### config.mk
export PLATFORM = sky130hd
export DESIGN_NAME = pjk_pin_ctrl
export DESIGN_NICKNAME = d
export VERILOG_FILES = /design/src/core/pjk_pkg.sv /design/src/core/pjk_pin_ctrl.sv
export SDC_FILE = /design/constraint.sdc
export NUM_CORES = 1
export LEC_CHECK = 0
export BUFFER_PORTS_ARGS = -buffer_cell sky130_fd_sc_hd__buf_2
export CORE_AREA = 2 2 121 123
export DETAILED_ROUTE_END_ITERATION = 6
export DIE_AREA = 0 0 123 125
export PLACE_DENSITY = 0.73
export SLEW_MARGIN = 5
export SYNTH_ARGS = -nofsm -noshare
export SYNTH_HDL_FRONTEND = slang
export SYNTH_SLANG_ARGS = --single-unit
### constraint.sdc
create_clock -name sys_clk -period 7.1 [get_ports sys_clk]
set_clock_uncertainty 0.2 [all_clocks]
set_input_delay 0.355 -clock sys_clk [delete_from_list [all_inputs] [get_ports sys_clk]]
set_output_delay 0.355 -clock sys_clk [all_outputs]
set_load 0.1 [all_outputs]
### src/core/pjk_pkg.sv
// Purpose: Constants and carrier types for the port J/K/L pin function block
// Assumes: APB register access, 32-bit data, one word per register
// Notes: Offsets are byte addresses; upper bits of each word read as zero
package pjk_pkg;
  localparam int J_PINS = 16;
  localparam int K_PINS = 8;
  localparam int L_PINS = 6;
  localparam int REG_W = 16;
  localparam int ADDR_W = 8;

  localparam logic [ADDR_W-1:0] OFF_J_DIR = 8'h00;
  localparam logic [ADDR_W-1:0] OFF_J_SEL = 8'h04;
  localparam logic [ADDR_W-1:0] OFF_J_PU = 8'h08;
  localparam logic [ADDR_W-1:0] OFF_K_DIR = 8'h0C;
  localparam logic [ADDR_W-1:0] OFF_K_SEL = 8'h10;
  localparam logic [ADDR_W-1:0] OFF_K_PU = 8'h14;
  localparam logic [ADDR_W-1:0] OFF_L_PU = 8'h18;
  localparam logic [ADDR_W-1:0] OFF_EXT = 8'h1C;

  localparam logic [REG_W-1:0] RST_ZERO = 16'h0000;
  // Writable bit masks; all other bits are reserved and read as zero
  localparam logic [REG_W-1:0] MASK_J = 16'hFFFF;
  localparam logic [REG_W-1:0] MASK_K = 16'h00FF;
  localparam logic [REG_W-1:0] MASK_K_SEL = 16'h003F;
  localparam logic [REG_W-1:0] MASK_L = 16'h003F;
  localparam logic [REG_W-1:0] MASK_EXT = 16'h0100;
  localparam int GIE_BIT = 8;

  // Peripheral bit positions inside the 16-pin port
  localparam int J_SPI_SLAVE_SELECT_3 = 15;
  localparam int J_SPI_SLAVE_SELECT_2 = 14;
  localparam int J_SPI_SLAVE_SELECT_1 = 13;
  localparam int J_SPI_SLAVE_SELECT_0 = 12;
  localparam int J_MISO = 11;
  localparam int J_MOSI = 10;
  localparam int J_SCK = 9;
  localparam int J_RX5 = 8;
  localparam int J_TX5 = 7;
  localparam int J_CK5 = 6;
  localparam int J_RX4 = 5;
  localparam int J_TX4 = 4;
  localparam int J_CK4 = 3;
  localparam int J_IRQ12 = 2;
  localparam int J_IRQ11 = 1;
  localparam int J_IRQ10 = 0;
  // Peripheral bit positions inside the 8-pin port
  localparam int K_RX6 = 5;
  localparam int K_TX6 = 4;
  localparam int K_CK6 = 3;
  localparam int K_IRQ15 = 2;
  localparam int K_IRQ14 = 1;
  localparam int K_IRQ13 = 0;

  localparam int SPI_SEL_W = 4;
  localparam int IRQ_J_W = 3;
  localparam int IRQ_K_W = 3;

  // SPI controller side: output value and enable for each shared line
  typedef struct packed {
    logic [SPI_SEL_W-1:0] sel_o;
    logic [SPI_SEL_W-1:0] sel_oe;
    logic miso_o;
    logic miso_oe;
    logic mosi_o;
    logic mosi_oe;
    logic clk_o;
    logic clk_oe;
  } pjk_spi_out_t;

  typedef struct packed {
    logic sel0_i;
    logic miso_i;
    logic mosi_i;
    logic clk_i;
  } pjk_spi_in_t;

  // One serial channel: transmit and bidirectional clock out
  typedef struct packed {
    logic tx_o;
    logic clk_o;
    logic clk_oe;
  } pjk_ser_out_t;

  typedef struct packed {
    logic rx_i;
    logic clk_i;
  } pjk_ser_in_t;
endpackage : pjk_pkg

### src/core/pjk_pin_ctrl.sv
// Purpose: Pin function control for the 16-pin, 8-pin and 6-pin ports
// Assumes: APB slave with zero wait states, pins passed through combinationally, not registered on sys_clk
// Notes: Pull-up enables for the 16-pin and 8-pin ports are plain outputs to the pad cells; the 6-pin port's are gated by the stop bit
//
// The register addresses and the APB register port were chosen for this implementation.
module pjk_pin_ctrl #(
  parameter bit STOP_GATED = 1'b1
) (
  input wire logic sys_clk,
  input wire logic rst,
  input wire logic psel,
  input wire logic penable,
  input wire logic pwrite,
  input wire logic [31:0] paddr,
  input wire logic [31:0] pwdata,
  input wire logic [3:0] pstrb,
  output logic [31:0] prdata,
  output logic pready,
  output logic pslverr,
  input wire logic display_module_stop,
  input wire logic [pjk_pkg::J_PINS-1:0] pin_j_in,
  output logic [pjk_pkg::J_PINS-1:0] pin_j_out,
  output logic [pjk_pkg::J_PINS-1:0] pin_j_oe,
  output logic [pjk_pkg::J_PINS-1:0] pin_j_pullup,
  input wire logic [pjk_pkg::K_PINS-1:0] pin_k_in,
  output logic [pjk_pkg::K_PINS-1:0] pin_k_out,
  output logic [pjk_pkg::K_PINS-1:0] pin_k_oe,
  output logic [pjk_pkg::K_PINS-1:0] pin_k_pullup,
  input wire logic [pjk_pkg::L_PINS-1:0] pin_l_in,
  output logic [pjk_pkg::L_PINS-1:0] pin_l_pullup,
  output logic [pjk_pkg::L_PINS-1:0] port_l_in,
  input wire logic [pjk_pkg::J_PINS-1:0] port_j_out_val,
  output logic [pjk_pkg::J_PINS-1:0] port_j_in,
  input wire logic [pjk_pkg::K_PINS-1:0] port_k_out_val,
  output logic [pjk_pkg::K_PINS-1:0] port_k_in,
  input wire pjk_pkg::pjk_spi_out_t spi_out,
  output pjk_pkg::pjk_spi_in_t spi_in,
  input wire pjk_pkg::pjk_ser_out_t ser4_out,
  output pjk_pkg::pjk_ser_in_t ser4_in,
  input wire pjk_pkg::pjk_ser_out_t ser5_out,
  output pjk_pkg::pjk_ser_in_t ser5_in,
  input wire pjk_pkg::pjk_ser_out_t ser6_out,
  output pjk_pkg::pjk_ser_in_t ser6_in,
  output logic [pjk_pkg::IRQ_J_W-1:0] irq_j,
  output logic [pjk_pkg::IRQ_K_W-1:0] irq_k
);

  // Elaboration check: 16-pin and 8-pin port counts fit the 16-bit registers
  if (pjk_pkg::J_PINS > pjk_pkg::REG_W || pjk_pkg::K_PINS > pjk_pkg::REG_W) begin : g_chk
    $error("pin count exceeds register width");
  end

  logic [pjk_pkg::REG_W-1:0] j_dir_q;
  logic [pjk_pkg::REG_W-1:0] j_sel_q;
  logic [pjk_pkg::REG_W-1:0] j_pu_q;
  logic [pjk_pkg::REG_W-1:0] k_dir_q;
  logic [pjk_pkg::REG_W-1:0] k_sel_q;
  logic [pjk_pkg::REG_W-1:0] k_pu_q;
  logic [pjk_pkg::REG_W-1:0] l_pu_q;
  logic [pjk_pkg::REG_W-1:0] ext_q;
  logic [31:0] prdata_q;
  logic wr_en;
  logic rd_en;
  logic hit;
  logic [pjk_pkg::REG_W-1:0] wdata16;
  logic [pjk_pkg::REG_W-1:0] rd_mux;
  logic [pjk_pkg::ADDR_W-1:0] addr;
  logic gie;
  logic l_port_mode;
  logic [pjk_pkg::J_PINS-1:0] j_per_o;
  logic [pjk_pkg::J_PINS-1:0] j_per_oe;
  logic [pjk_pkg::K_PINS-1:0] k_per_o;
  logic [pjk_pkg::K_PINS-1:0] k_per_oe;

  assign addr = paddr[pjk_pkg::ADDR_W-1:0];
  assign wdata16 = pwdata[pjk_pkg::REG_W-1:0];
  assign gie = ext_q[pjk_pkg::GIE_BIT];

  // Address decode; upper address bits must be zero for a hit
  always_comb begin
    hit = (paddr[31:pjk_pkg::ADDR_W] == '0) && (addr[1:0] == 2'h0) &&
          (addr <= pjk_pkg::OFF_EXT);
  end

  // Zero wait states; unmapped word answers with an error
  assign pready = 1'b1;
  assign pslverr = psel && penable && !hit;
  assign wr_en = psel && penable && pwrite && hit && pstrb[0] && pstrb[1];
  assign rd_en = psel && penable && !pwrite && hit;

  always_ff @(posedge sys_clk or posedge rst) begin
    if (rst) begin
      j_dir_q <= pjk_pkg::RST_ZERO;
    end else if (wr_en && addr == pjk_pkg::OFF_J_DIR) begin
      j_dir_q <= wdata16 & pjk_pkg::MASK_J;
    end
  end

  always_ff @(posedge sys_clk or posedge rst) begin
    if (rst) begin
      j_sel_q <= pjk_pkg::RST_ZERO;
    end else if (wr_en && addr == pjk_pkg::OFF_J_SEL) begin
      j_sel_q <= wdata16 & pjk_pkg::MASK_J;
    end
  end

  always_ff @(posedge sys_clk or posedge rst) begin
    if (rst) begin
      j_pu_q <= pjk_pkg::RST_ZERO;
    end else if (wr_en && addr == pjk_pkg::OFF_J_PU) begin
      j_pu_q <= wdata16 & pjk_pkg::MASK_J;
    end
  end

  always_ff @(posedge sys_clk or posedge rst) begin
    if (rst) begin
      k_dir_q <= pjk_pkg::RST_ZERO;
    end else if (wr_en && addr == pjk_pkg::OFF_K_DIR) begin
      k_dir_q <= wdata16 & pjk_pkg::MASK_K;
    end
  end

  // prohibited bits dropped
  // Bits 7 and 6 have no function, so they never store a one
  always_ff @(posedge sys_clk or posedge rst) begin
    if (rst) begin
      k_sel_q <= pjk_pkg::RST_ZERO;
    end else if (wr_en && addr == pjk_pkg::OFF_K_SEL) begin
      k_sel_q <= wdata16 & pjk_pkg::MASK_K_SEL;
    end
  end

  always_ff @(posedge sys_clk or posedge rst) begin
    if (rst) begin
      k_pu_q <= pjk_pkg::RST_ZERO;
    end else if (wr_en && addr == pjk_pkg::OFF_K_PU) begin
      k_pu_q <= wdata16 & pjk_pkg::MASK_K;
    end
  end

  always_ff @(posedge sys_clk or posedge rst) begin
    if (rst) begin
      l_pu_q <= pjk_pkg::RST_ZERO;
    end else if (wr_en && addr == pjk_pkg::OFF_L_PU) begin
      l_pu_q <= wdata16 & pjk_pkg::MASK_L;
    end
  end

  always_ff @(posedge sys_clk or posedge rst) begin
    if (rst) begin
      ext_q <= pjk_pkg::RST_ZERO;
    end else if (wr_en && addr == pjk_pkg::OFF_EXT) begin
      ext_q <= wdata16 & pjk_pkg::MASK_EXT;
    end
  end

  always_comb begin
    unique case (addr)
      pjk_pkg::OFF_J_DIR: rd_mux = j_dir_q;
      pjk_pkg::OFF_J_SEL: rd_mux = j_sel_q;
      pjk_pkg::OFF_J_PU: rd_mux = j_pu_q;
      pjk_pkg::OFF_K_DIR: rd_mux = k_dir_q;
      pjk_pkg::OFF_K_SEL: rd_mux = k_sel_q;
      pjk_pkg::OFF_K_PU: rd_mux = k_pu_q;
      pjk_pkg::OFF_L_PU: rd_mux = l_pu_q;
      pjk_pkg::OFF_EXT: rd_mux = ext_q;
      default: rd_mux = pjk_pkg::RST_ZERO;
    endcase
  end

  // Read data registered in the setup cycle so it is stable in access
  always_ff @(posedge sys_clk or posedge rst) begin
    if (rst) begin
      prdata_q <= 32'h0000_0000;
    end else if (psel && !penable && !pwrite) begin
      prdata_q <= {16'h0000, rd_mux};
    end
  end
  assign prdata = rd_en ? prdata_q : 32'h0000_0000;

  always_comb begin
    j_per_o = '0;
    j_per_oe = '0;
    j_per_o[pjk_pkg::J_SPI_SLAVE_SELECT_3] = spi_out.sel_o[3];
    j_per_oe[pjk_pkg::J_SPI_SLAVE_SELECT_3] = spi_out.sel_oe[3];
    j_per_o[pjk_pkg::J_SPI_SLAVE_SELECT_2] = spi_out.sel_o[2];
    j_per_oe[pjk_pkg::J_SPI_SLAVE_SELECT_2] = spi_out.sel_oe[2];
    j_per_o[pjk_pkg::J_SPI_SLAVE_SELECT_1] = spi_out.sel_o[1];
    j_per_oe[pjk_pkg::J_SPI_SLAVE_SELECT_1] = spi_out.sel_oe[1];
    j_per_o[pjk_pkg::J_SPI_SLAVE_SELECT_0] = spi_out.sel_o[0];
    j_per_oe[pjk_pkg::J_SPI_SLAVE_SELECT_0] = spi_out.sel_oe[0];
    j_per_o[pjk_pkg::J_MISO] = spi_out.miso_o;
    j_per_oe[pjk_pkg::J_MISO] = spi_out.miso_oe;
    j_per_o[pjk_pkg::J_MOSI] = spi_out.mosi_o;
    j_per_oe[pjk_pkg::J_MOSI] = spi_out.mosi_oe;
    j_per_o[pjk_pkg::J_SCK] = spi_out.clk_o;
    j_per_oe[pjk_pkg::J_SCK] = spi_out.clk_oe;
    j_per_o[pjk_pkg::J_TX5] = ser5_out.tx_o;
    j_per_oe[pjk_pkg::J_TX5] = 1'b1;
    j_per_o[pjk_pkg::J_CK5] = ser5_out.clk_o;
    j_per_oe[pjk_pkg::J_CK5] = ser5_out.clk_oe;
    j_per_o[pjk_pkg::J_TX4] = ser4_out.tx_o;
    j_per_oe[pjk_pkg::J_TX4] = 1'b1;
    j_per_o[pjk_pkg::J_CK4] = ser4_out.clk_o;
    j_per_oe[pjk_pkg::J_CK4] = ser4_out.clk_oe;
  end

  always_comb begin
    k_per_o = '0;
    k_per_oe = '0;
    k_per_o[pjk_pkg::K_TX6] = ser6_out.tx_o;
    k_per_oe[pjk_pkg::K_TX6] = 1'b1;
    k_per_o[pjk_pkg::K_CK6] = ser6_out.clk_o;
    k_per_oe[pjk_pkg::K_CK6] = ser6_out.clk_oe;
  end

  // Per-pin output mux for the 16-pin port
  for (genvar i = 0; i < pjk_pkg::J_PINS; i++) begin : g_j
    assign pin_j_out[i] = j_sel_q[i] ? j_per_o[i] : port_j_out_val[i];
    assign pin_j_oe[i] = j_sel_q[i] ? j_per_oe[i] : j_dir_q[i];
    assign port_j_in[i] = !j_sel_q[i] && !j_dir_q[i] && gie && pin_j_in[i];
    assign pin_j_pullup[i] = j_pu_q[i];
  end

  // Per-pin output mux for the 8-pin port
  for (genvar i = 0; i < pjk_pkg::K_PINS; i++) begin : g_k
    assign pin_k_out[i] = k_sel_q[i] ? k_per_o[i] : port_k_out_val[i];
    assign pin_k_oe[i] = k_sel_q[i] ? k_per_oe[i] : k_dir_q[i];
    assign port_k_in[i] = !k_sel_q[i] && !k_dir_q[i] && gie && pin_k_in[i];
    assign pin_k_pullup[i] = k_pu_q[i];
  end

  // stop-bit gating
  // Ungated variant sets STOP_GATED to zero
  assign l_port_mode = !STOP_GATED || display_module_stop;
  for (genvar i = 0; i < pjk_pkg::L_PINS; i++) begin : g_l
    assign pin_l_pullup[i] = l_pu_q[i] && l_port_mode;
    // Input-only port has no general input gate in this block
    assign port_l_in[i] = l_port_mode && pin_l_in[i];
  end

  // inputs to peripherals
  // Deselected inputs idle low; interrupt inputs idle low too
  assign spi_in.sel0_i = j_sel_q[pjk_pkg::J_SPI_SLAVE_SELECT_0] && pin_j_in[pjk_pkg::J_SPI_SLAVE_SELECT_0];
  assign spi_in.miso_i = j_sel_q[pjk_pkg::J_MISO] && pin_j_in[pjk_pkg::J_MISO];
  assign spi_in.mosi_i = j_sel_q[pjk_pkg::J_MOSI] && pin_j_in[pjk_pkg::J_MOSI];
  assign spi_in.clk_i = j_sel_q[pjk_pkg::J_SCK] && pin_j_in[pjk_pkg::J_SCK];
  assign ser5_in.rx_i = j_sel_q[pjk_pkg::J_RX5] && pin_j_in[pjk_pkg::J_RX5];
  assign ser5_in.clk_i = j_sel_q[pjk_pkg::J_CK5] && pin_j_in[pjk_pkg::J_CK5];
  assign ser4_in.rx_i = j_sel_q[pjk_pkg::J_RX4] && pin_j_in[pjk_pkg::J_RX4];
  assign ser4_in.clk_i = j_sel_q[pjk_pkg::J_CK4] && pin_j_in[pjk_pkg::J_CK4];
  assign ser6_in.rx_i = k_sel_q[pjk_pkg::K_RX6] && pin_k_in[pjk_pkg::K_RX6];
  assign ser6_in.clk_i = k_sel_q[pjk_pkg::K_CK6] && pin_k_in[pjk_pkg::K_CK6];

  assign irq_j = j_sel_q[pjk_pkg::J_IRQ12:pjk_pkg::J_IRQ10] &
                 pin_j_in[pjk_pkg::J_IRQ12:pjk_pkg::J_IRQ10];
  assign irq_k = k_sel_q[pjk_pkg::K_IRQ15:pjk_pkg::K_IRQ13] &
                 pin_k_in[pjk_pkg::K_IRQ15:pjk_pkg::K_IRQ13];

endmodule : pjk_pin_ctrl

==> impl_metrics.yaml, run 1 <==
run_status:
  status: "complete, no violations"
cells_and_area:
  drive_above_1_share_pct: 54.2
  syn_to_final_growth_pct: 29.8
  diodes: 0
  final_area_mm2: 0.00735
  nNetsFinal: 912
  nFillCells: 1329
  fin_util_pct: 51.8
placement:
  gp_congestion: 0.754
  dpl_cell_area_mm2: 0.00707
  hpwl_um: 12200
  port_buffers: 269
run:
  max_cap_viol_count: 0
clocking:
  cts_htree_levels: 3
  cts_setup_buffers: 0
  ctsHoldBuffers: 1
  clock-sinks: 93
  path_clk_slew_ns: 0.07
  clockBufferDepth: 2
  cts_tree: "built"
  cts_buffers: 9
  ctsResizeCount: 0
  clockRootBuffer: "clkbuf_16"
  insertion_delay_ns: 0.35
die:
  die_w_um: 123
  num_rows: 44
  io_pins: 309
  die_y_um: 125
  die-area_mm2: 0.0154
  start_util_pct: 39.9
  coreArea_mm2: 0.0142
critical_path:
  r2r-start: "k_sel_q[5]"
  crit_path_end: "prdata[6]"
  setup.worst_path.class: "input pin to output port"
  cp_data_arrival_time_ns: 2.68
  r2r-end: "prdata_q[5]"
  cp.required_ns: 6.55
  r2r_setup_slack_ns: 5.52
  r2r_cells: 4
  end_kind: "output port"
  worstSetupStartpointType: "input pin"
  cp-startpoint: "paddr[5]"
  cp_max_fo: 16
timing:
  setup_viol: 0
  period_minus_slack_ns: 3.23
  max_freq_mhz: 310
  tightest_slew_ns: 1.05
  rsz0062_at_grt: "false"
  relSlewSlack_pct: 30.0
  period_share_pct: 45.5
  finalSetupTns_ns: 0
  fin_hold_ws_ns: 0.0432
  hold_viol_final: 0
  slew_viol_final: 0
route:
  dr_total_vias: 4890
  drt-pass1-iter-count: 4
  wl_per_cell_um: 17.7
  antenna_left: 0
  route.detailed.drc: 0
  avgViaCountPerCell: 5.15
  initialDrtViolationCount: 138
  routed_wl_um: 16800
synth:
  ys.warnings.count: 0
  synth_area_leader_cell: "dfrtp_1"
  synthCells: 506
  syn_area_mm2: 0.00566
  synth.area.top_cells: "dfrtp_1, mux2_2, and2_1, buf_4, nor4_4"
  ys_top_cells_by_count: "dfrtp_1, mux2_2, and2_1, nand2_1"
  ys_ff_latch: 93
  synth_edf_count: 0
  syn_area_per_cell_um2: 11.2
  synthArstFlopShare_pct: 100
  synth_top_area_share_pct: 41.1
  ys.flop_type: "dfrtp_1"
  ys_seq_area_share_pct: 41.1
  ys_types: 46
global_route:
  grt_pass1_wl_um: 25900
  grt_max_degree: 58
  track_usage_pct: 22.1
  overflow: 0
  grt_pass1_vias: 4895
  antenna_found_initial: 0
power:
  ir_drop_v: 0.0000899
  power_density_mw_per_mm2: 162
  p_leak_nw: 4.03
worst_hold_path:
  holdCritPathClass: "input pin to register"
-- worst min-delay path by stage --
stage / endpoint / cells past startpoint / start
detailed placement: j_sel_q[7] / 2 / rst
CTS: pin_j_pullup[14] / 2 / pwdata[14]
global route: pin_j_pullup[14] / 2 / pwdata[14]
floorplan: prdata_q[7] / 2 / prdata_q[7]
finish: pin_j_pullup[14] / 2 / pwdata[14]
global placement: j_sel_q[7] / 2 / rst
-- layout make-up --
cell class | count | area [um^2] | area share, %
Multi-Input combinational cell | 380 | 3120 | 42.4
Sequential cell | 93 | 2330 | 31.7
Inverter | 2 | 10.0 | 0.136
Clock buffer | 9 | 225 | 3.06
Clock inverter | 7 | 48.8 | 0.664
Tap cell | 184 | 230 | 3.13
Timing Repair Buffer | 275 | 1390 | 19.0
-- worst max-delay path: stages --
cell	delay (ns)
buf_2	0.13
nor3_4	0.42
nand4_4	0.26
nor4_4	0.80
and2_1	0.26
buf_2	0.43
-- metrics by stage --
step / setup slack (ns) / total power, mW / cells
2_1_floorplan: 3.17 / 0.692 / 521
3_3_place_gp: 3.85 / 0.744 / 933
3_5_place_dp: 3.82 / 0.746 / 933
4_1_cts: 3.87 / 1.20 / 950
5_1_grt: 3.73 / 1.23 / 950
6_report: 3.87 / 1.19 / 950
-- layer usage --
| metal | GRT usage (%) | wire (um) | vias up |
|---|---|---|---|
| li1 | - | - | 2329 |
| met1 | 27.7 | 7070 | 2359 |
| met2 | 37.8 | 8350 | 176 |
| met3 | 3.92 | 1030 | 26 |
| met4 | 7.75 | 371 | 0 |
| met5 | 0 | 0 | - |
-- placed cells by master (no fill, tap or decap), types with 7 or more instances in the layout --
cell	count
a22o_1	16
dfrtp_1	93
mux2i_1	9
clkbuf_16	9
o21ai_0	12
nand3_1	7
mux2_1	11
nor2_1	7
nor3_1	25
and2_1	45
buf_2	269
nor2b_1	21
mux2_2	93
nand2_1	37
nand4_1	7
conb_1	17
nor4_4	8
a21oi_1	9
-- state kept, by name, summed over array words and instances, names as in the netlist --
| name | flops |
|---|---|
| l_pu_q | 6 |
| pin_j_pullup | 16 |
| k_sel_q | 6 |
| prdata_q | 16 |
| j_dir_q | 16 |
| j_sel_q | 16 |
| k_dir_q | 8 |
| ext_q | 1 |
| k_pu_q | 8 |
-- power by group --
part           internal, mW  switching, mW  total, mW
combinational        0.0444          0.161      0.205
clock                 0.239          0.216      0.455
sequential            0.530      0.0000281      0.530
-- cell families after synthesis --
group                  count (synthesis)  synth area share (%)
and+or+nand+nor                      192                  23.2
muxes                                119                  23.9
DFF                                   93                  41.1
AOI/OAI and AO/OA                     52                  6.56
buffers and inverters                 48                  5.17
other                                  2                 0.133
No activity file was read; power rests on OpenSTA's default activity.
==> inputs of run 2 (changes only) <==
--- a/config.mk
+++ b/config.mk
@@ -5,11 +5,12 @@
 export SDC_FILE = /design/constraint.sdc
 export NUM_CORES = 1
 export LEC_CHECK = 0
+export ABC_AREA = 1
 export BUFFER_PORTS_ARGS = -buffer_cell sky130_fd_sc_hd__buf_2
-export CORE_AREA = 2 2 121 123
+export CORE_MARGIN = 2
+export CORE_UTILIZATION = 43
 export DETAILED_ROUTE_END_ITERATION = 6
-export DIE_AREA = 0 0 123 125
-export PLACE_DENSITY = 0.73
+export PLACE_DENSITY = 0.78
 export SLEW_MARGIN = 5
 export SYNTH_ARGS = -nofsm -noshare
 export SYNTH_HDL_FRONTEND = slang
==> constraint.sdc (replaced) <==
create_clock -name sys_clk -period 2.95 [get_ports sys_clk]
set_clock_uncertainty 0.2 [all_clocks]
set_input_delay 0.1475 -clock sys_clk [delete_from_list [all_inputs] [get_ports sys_clk]]
set_output_delay 0.1475 -clock sys_clk [all_outputs]
set_load 0.1 [all_outputs]
==> impl_metrics.yaml, run 2 <==
synth:
  synth.area.top_cells: "dfrtp_1, nand2_1, inv_1, nand4_1, nor2_1"
  synthCells: 1022
  ys_ff_latch: 93
  ys.warnings.count: 0
  synthArstFlopShare_pct: 100
  ys_top_cells_by_count: "nand2_1, inv_1, dfrtp_1, nor2_1, nand4_1"
  syn_area_mm2: 0.00633
  synth_edf_count: 0
  ys.flop_type: "dfrtp_1"
  synth_most_common_cell: "nand2_1"
  ys_seq_area_share_pct: 36.8
  synth_area_leader_cell: "dfrtp_1"
  synth_top_area_share_pct: 36.8
  syn_area_per_cell_um2: 6.19
  ys_types: 19
cells_and_area:
  final_common_cell: "nand2_1"
  final_area_mm2: 0.00845
  drive_above_1_share_pct: 26.1
  nFillCells: 1425
  multi_input_area_mm2: 0.00292
  seq_area_mm2: 0.00233
  diodes: 0
  nNetsFinal: 1431
  finalNonFillerCells: 1468
  layout_common_cells: "nand2_1, buf_2, inv_1"
  syn_to_final_growth_pct: 33.6
die:
  die-area_mm2: 0.0157
  die_w_um: 125
  die_y_um: 125
  start_util_pct: 43.7
  io_pins: 309
  num_rows: 44
  coreArea_mm2: 0.0145
clocking:
  cts_tree: "built"
  insertion_delay_ns: 0.34
  clockBufferDepth: 2
  path_clk_slew_ns: 0.06
  clock-sinks: 93
  clockRootBuffer: "clkbuf_16"
  cts_buffers: 9
  ctsHoldBuffers: 9
  cts_setup_buffers: 0
  cts_htree_levels: 3
  ctsResizeCount: 0
timing:
  relSlewSlack_pct: 48.6
  tightest_slew_ns: 0.770
  period_share_pct: 76.8
  period_minus_slack_ns: 2.27
  setup_viol: 0
  max_freq_mhz: 441
  finalSetupTns_ns: 0
  rsz0062_at_grt: "false"
  slew_viol_final: 0
  hold_viol_final: 0
route:
  initialDrtViolationCount: 520
  highest_layer: "met4"
  route.detailed.drc: 0
  antenna_left: 0
  met3_length_um: 1470
  wl_met2_um: 9960
  wl_per_cell_um: 14.0
  drt-met1-wl_um: 8590
  dr_total_vias: 7105
  drt-pass1-iter-count: 5
  avgViaCountPerCell: 4.84
  routed_wl_um: 20600
critical_path:
  end_kind: "output port"
  r2r_setup_slack_ns: 1.60
  path_buf_inv: 2
  setup.worst_path.class: "input pin to output port"
  worstSetupStartpointType: "input pin"
  cpPeakStageDelay_ns: 0.44
  cp_data_arrival_time_ns: 1.92
  crit_chain: "buf_2, nor2_2, nand2_1, nor2_1, nand2_1, nor2_4, nand4_2, nor2_1, buf_12"
  critPathTopFamily: "simple AND/OR/NAND/NOR gates"
  cp.required_ns: 2.60
  slowest_stage: "nand4_2"
  cp_max_fo: 16
global_route:
  grt_pass1_vias: 6625
  grt_max_degree: 87
  overflow: 0
  grt_pass1_wl_um: 32900
  track_usage_pct: 25.8
  antenna_found_initial: 0
power:
  ir_drop_v: 0.000242
  p_leak_nw: 5.07
  power_density_mw_per_mm2: 360
placement:
  gp_congestion: 0.838
  dpl_cell_area_mm2: 0.00809
  hpwl_um: 15000
  dp.cells: 1444
  port_buffers: 269
worst_hold_path:
  holdCritPathClass: "input pin to register"
run_status:
  status: "complete, no violations"
run:
  max_cap_viol_count: 0
[run 2: power by group]
group          total [mW]  internal [mW]  switching, mW
sequential           1.28           1.28        0.00238
clock                1.10          0.614          0.486
combinational       0.658          0.131          0.528
[run 2: cell families (layout without fill, tap and decap cells)]
family	Yosys count	count (layout)	share of synthesized area [%]
buffers and inverters	297	544	19.7
AOI/OAI and AO/OA	28	28	2.49
DFF	93	93	36.8
and+or+nand+nor	602	602	40.9
other	2	17	0.119
[run 2: worst paths after layout]
check,endpoint,cells past startpoint,from
setup / recovery,prdata[0],9,paddr[7]
hold / removal,k_dir_q[6],5,pwdata[6]
setup reg to reg,prdata_q[0],6,k_sel_q[0]
hold reg to reg,prdata_q[4],2,prdata_q[4]
max in group asynchronous,pin_j_pullup[7],4,rst
min in group asynchronous,j_dir_q[12],3,rst
[run 2: layout make-up]
| cell class | count | share of cell area [%] |
|---|---|---|
| Timing Repair Buffer | 292 | 21.4 |
| Clock inverter | 3 | 0.222 |
| Inverter | 237 | 10.6 |
| Clock buffer | 12 | 3.04 |
| Multi-Input combinational cell | 647 | 34.5 |
| Sequential cell | 93 | 27.5 |
| Tap cell | 184 | 2.72 |
[run 2: routing by layer]
layer / global-route usage [%] / vias up
met3: 4.49 / 39
met5: 0 / -
li1: - / 3535
met1: 33.4 / 3217
met2: 43.4 / 314
met4: 9.87 / 0
[run 2: stage by stage]
stage | power (mW) | utilization, % | hold slack [ns] | setup slack, ns
CTS | 3.06 | 58.4 | 0.0135 | 0.675
detailed placement | 1.95 | 55.8 | 0.0957 | 0.671
global placement | 1.95 | 55.8 | 0.0957 | 0.681
finish | 3.04 | 58.4 | 0.0358 | 0.685
floorplan | 1.82 | - | 0.171 | 0.0423
global route | 3.14 | 58.4 | 0.0612 | 0.567
[run 2: worst register-to-register path: cells and delay by family, from the launching register on]
kind	cells	cell delay, ns
and+or+nand+nor	6	0.59
DFF	1	0.47
==> inputs of run 3 (changes only) <==
--- a/config.mk
+++ b/config.mk
@@ -5,12 +5,12 @@
 export SDC_FILE = /design/constraint.sdc
 export NUM_CORES = 1
 export LEC_CHECK = 0
-export ABC_AREA = 1
+export ABC_AREA = 0
 export BUFFER_PORTS_ARGS = -buffer_cell sky130_fd_sc_hd__buf_2
-export CORE_MARGIN = 2
-export CORE_UTILIZATION = 43
+export CORE_AREA = 2 2 121 123
 export DETAILED_ROUTE_END_ITERATION = 6
-export PLACE_DENSITY = 0.78
+export DIE_AREA = 0 0 123 125
+export PLACE_DENSITY = 0.73
 export SLEW_MARGIN = 5
 export SYNTH_ARGS = -nofsm -noshare
 export SYNTH_HDL_FRONTEND = slang
==> constraint.sdc (replaced) <==
create_clock -name sys_clk -period 2.1 [get_ports sys_clk]
set_clock_uncertainty 0.2 [all_clocks]
set_input_delay 0.105 -clock sys_clk [delete_from_list [all_inputs] [get_ports sys_clk]]
set_output_delay 0.105 -clock sys_clk [all_outputs]
set_load 0.1 [all_outputs]
==> impl_metrics.yaml, run 3 (synthesized netlist as in run 1, its figures left out) <==
route:
  wl_per_cell_um: 17.4
  route.detailed.drc: 0
  antenna_left: 0
  initialDrtViolationCount: 221
  drt-pass1-iter-count: 4
  dr_total_vias: 5127
  avgViaCountPerCell: 5.11
  routed_wl_um: 17500
timing:
  tightest_slew_ns: 0.675
  max_freq_mhz: 491
  hold_viol_final: 0
  fin_hold_ws_ns: 0.0100
  rsz0062_at_grt: "false"
  setup_viol: 0
  relSlewSlack_pct: 54.9
  period_minus_slack_ns: 2.04
  period_share_pct: 96.9
  slew_viol_final: 0
  finalSetupTns_ns: 0
power:
  ir_drop_v: 0.000430
  power_density_mw_per_mm2: 506
  p_leak_nw: 4.44
cells_and_area:
  layout_common_cells: "buf_2, mux2_2, dfrtp_1"
  fin_util_pct: 61.7
  nFillCells: 1208
  final_area_mm2: 0.00876
  diodes: 0
  nNetsFinal: 966
  final_common_cell: "buf_2"
  drive_above_1_share_pct: 60.1
  syn_to_final_growth_pct: 54.7
global_route:
  overflow: 0
  antenna_found_initial: 1
  grt_max_degree: 39
  grt_pass1_wl_um: 27300
  grt_pass1_vias: 5157
  track_usage_pct: 22.7
critical_path:
  worstSetupStartpointType: "input pin"
  r2r-end: "prdata_q[5]"
  cpPeakStageDelay_ns: 0.38
  slowest_stage: "nor4_4"
  crit_chain: "buf_2, nor4_4, nand4_4, nor4_4, buf_4, and2_2, buf_12"
  path_buf_inv: 3
  r2r-start: "k_sel_q[5]"
  cp_common_cell: "nor4_4"
  critPathTopFamily: "simple AND/OR/NAND/NOR gates"
  cp_max_fo: 6
  cp.required_ns: 1.79
  cp-startpoint: "paddr[12]"
  r2r_cells: 4
  setup.worst_path.class: "input pin to output port"
  cp_data_arrival_time_ns: 1.73
  end_kind: "output port"
  r2r_setup_slack_ns: 0.48
placement:
  dpl_cell_area_mm2: 0.00821
  hpwl_um: 13200
  gp_congestion: 0.840
  port_buffers: 269
worst_hold_path:
  worstHoldEndpoint: "pin_k_out[6]"
  holdCritPathClass: "input pin to output port"
  min_from: "port_k_out_val[6]"
  hold_depth: 0
clocking:
  insertion_delay_ns: 0.34
  clockBufferDepth: 2
  clockRootBuffer: "clkbuf_16"
  cts_tree: "built"
  cts_buffers: 9
  clock-sinks: 93
  cts_htree_levels: 3
die:
  num_rows: 44
  die_y_um: 125
  coreArea_mm2: 0.0142
  die-area_mm2: 0.0154
  io_pins: 309
  start_util_pct: 39.9
  die_w_um: 123
run_status:
  status: "complete, no violations"
run:
  max_cap_viol_count: 0
==> run 3: area by class of cell <==
cell class,count,area [um^2],area share (%)
Clock buffer,9,225,2.57
Clock inverter,7,123,1.40
Inverter,2,11.3,0.128
Multi-Input combinational cell,380,3360,38.3
Sequential cell,93,2330,26.6
Tap cell,184,230,2.63
Timing Repair Buffer,329,2490,28.4
==> run 3: what timing repair did <==
action                     in CTS  in global routing
pin swaps                       5                  3
cloned                          1                  0
buffers inserted                2                  1
resized for setup               4                  0
setup endpoints to repair      11                 16
hold buffers                   17                  0
hold endpoints to repair      103                  0
==> run 3: power breakdown <==
| group | total [mW] | internal [mW] | switching [mW] |
|---|---|---|---|
| logic | 0.744 | 0.191 | 0.553 |
| registers | 1.79 | 1.79 | 0.0000933 |
| clock network | 1.90 | 1.17 | 0.732 |
==> run 3: worst max path at each step <==
stage | end | slack, ns | cells past startpoint
finish | prdata[11] | 0.06 | 7
global route | prdata[11] | 0.006 | 7
CTS | prdata[11] | 0.04 | 7
detailed placement | prdata[3] | -0.03 | 8
global placement | k_sel_q[0] | -0.006 | 6
floorplan | port_j_in[15] | -0.51 | 2
==> run 3: worst register-to-register path, cell delays in order, from the launching register on <==
cell and delay (ns):
dfrtp_1 0.47, mux2_2 0.31, a22oi_1 0.14, o221ai_1 0.15, a22o_1 0.23
==> run 3: metrics by stage <==
step                      setup WS, ns  power [mW]  std cells
after floorplan                 -0.507        2.34        521
after global placement        -0.00609        2.54        968
after detailed placement       -0.0293        2.55        968
after CTS                       0.0448        4.46       1003
after global routing           0.00648        4.58       1004
final                           0.0646        4.44       1004
==> run 3: metal layers <==
layer	routed length, um	share of wire [%]	vias up	global-route usage (%)
li1	-	-	2426	-
met1	7340	42	2536	29.5
met2	9140	52	157	39.8
met3	874	5.0	8	3.65
met4	135	0.77	0	4.75
met5	0	0	-	0
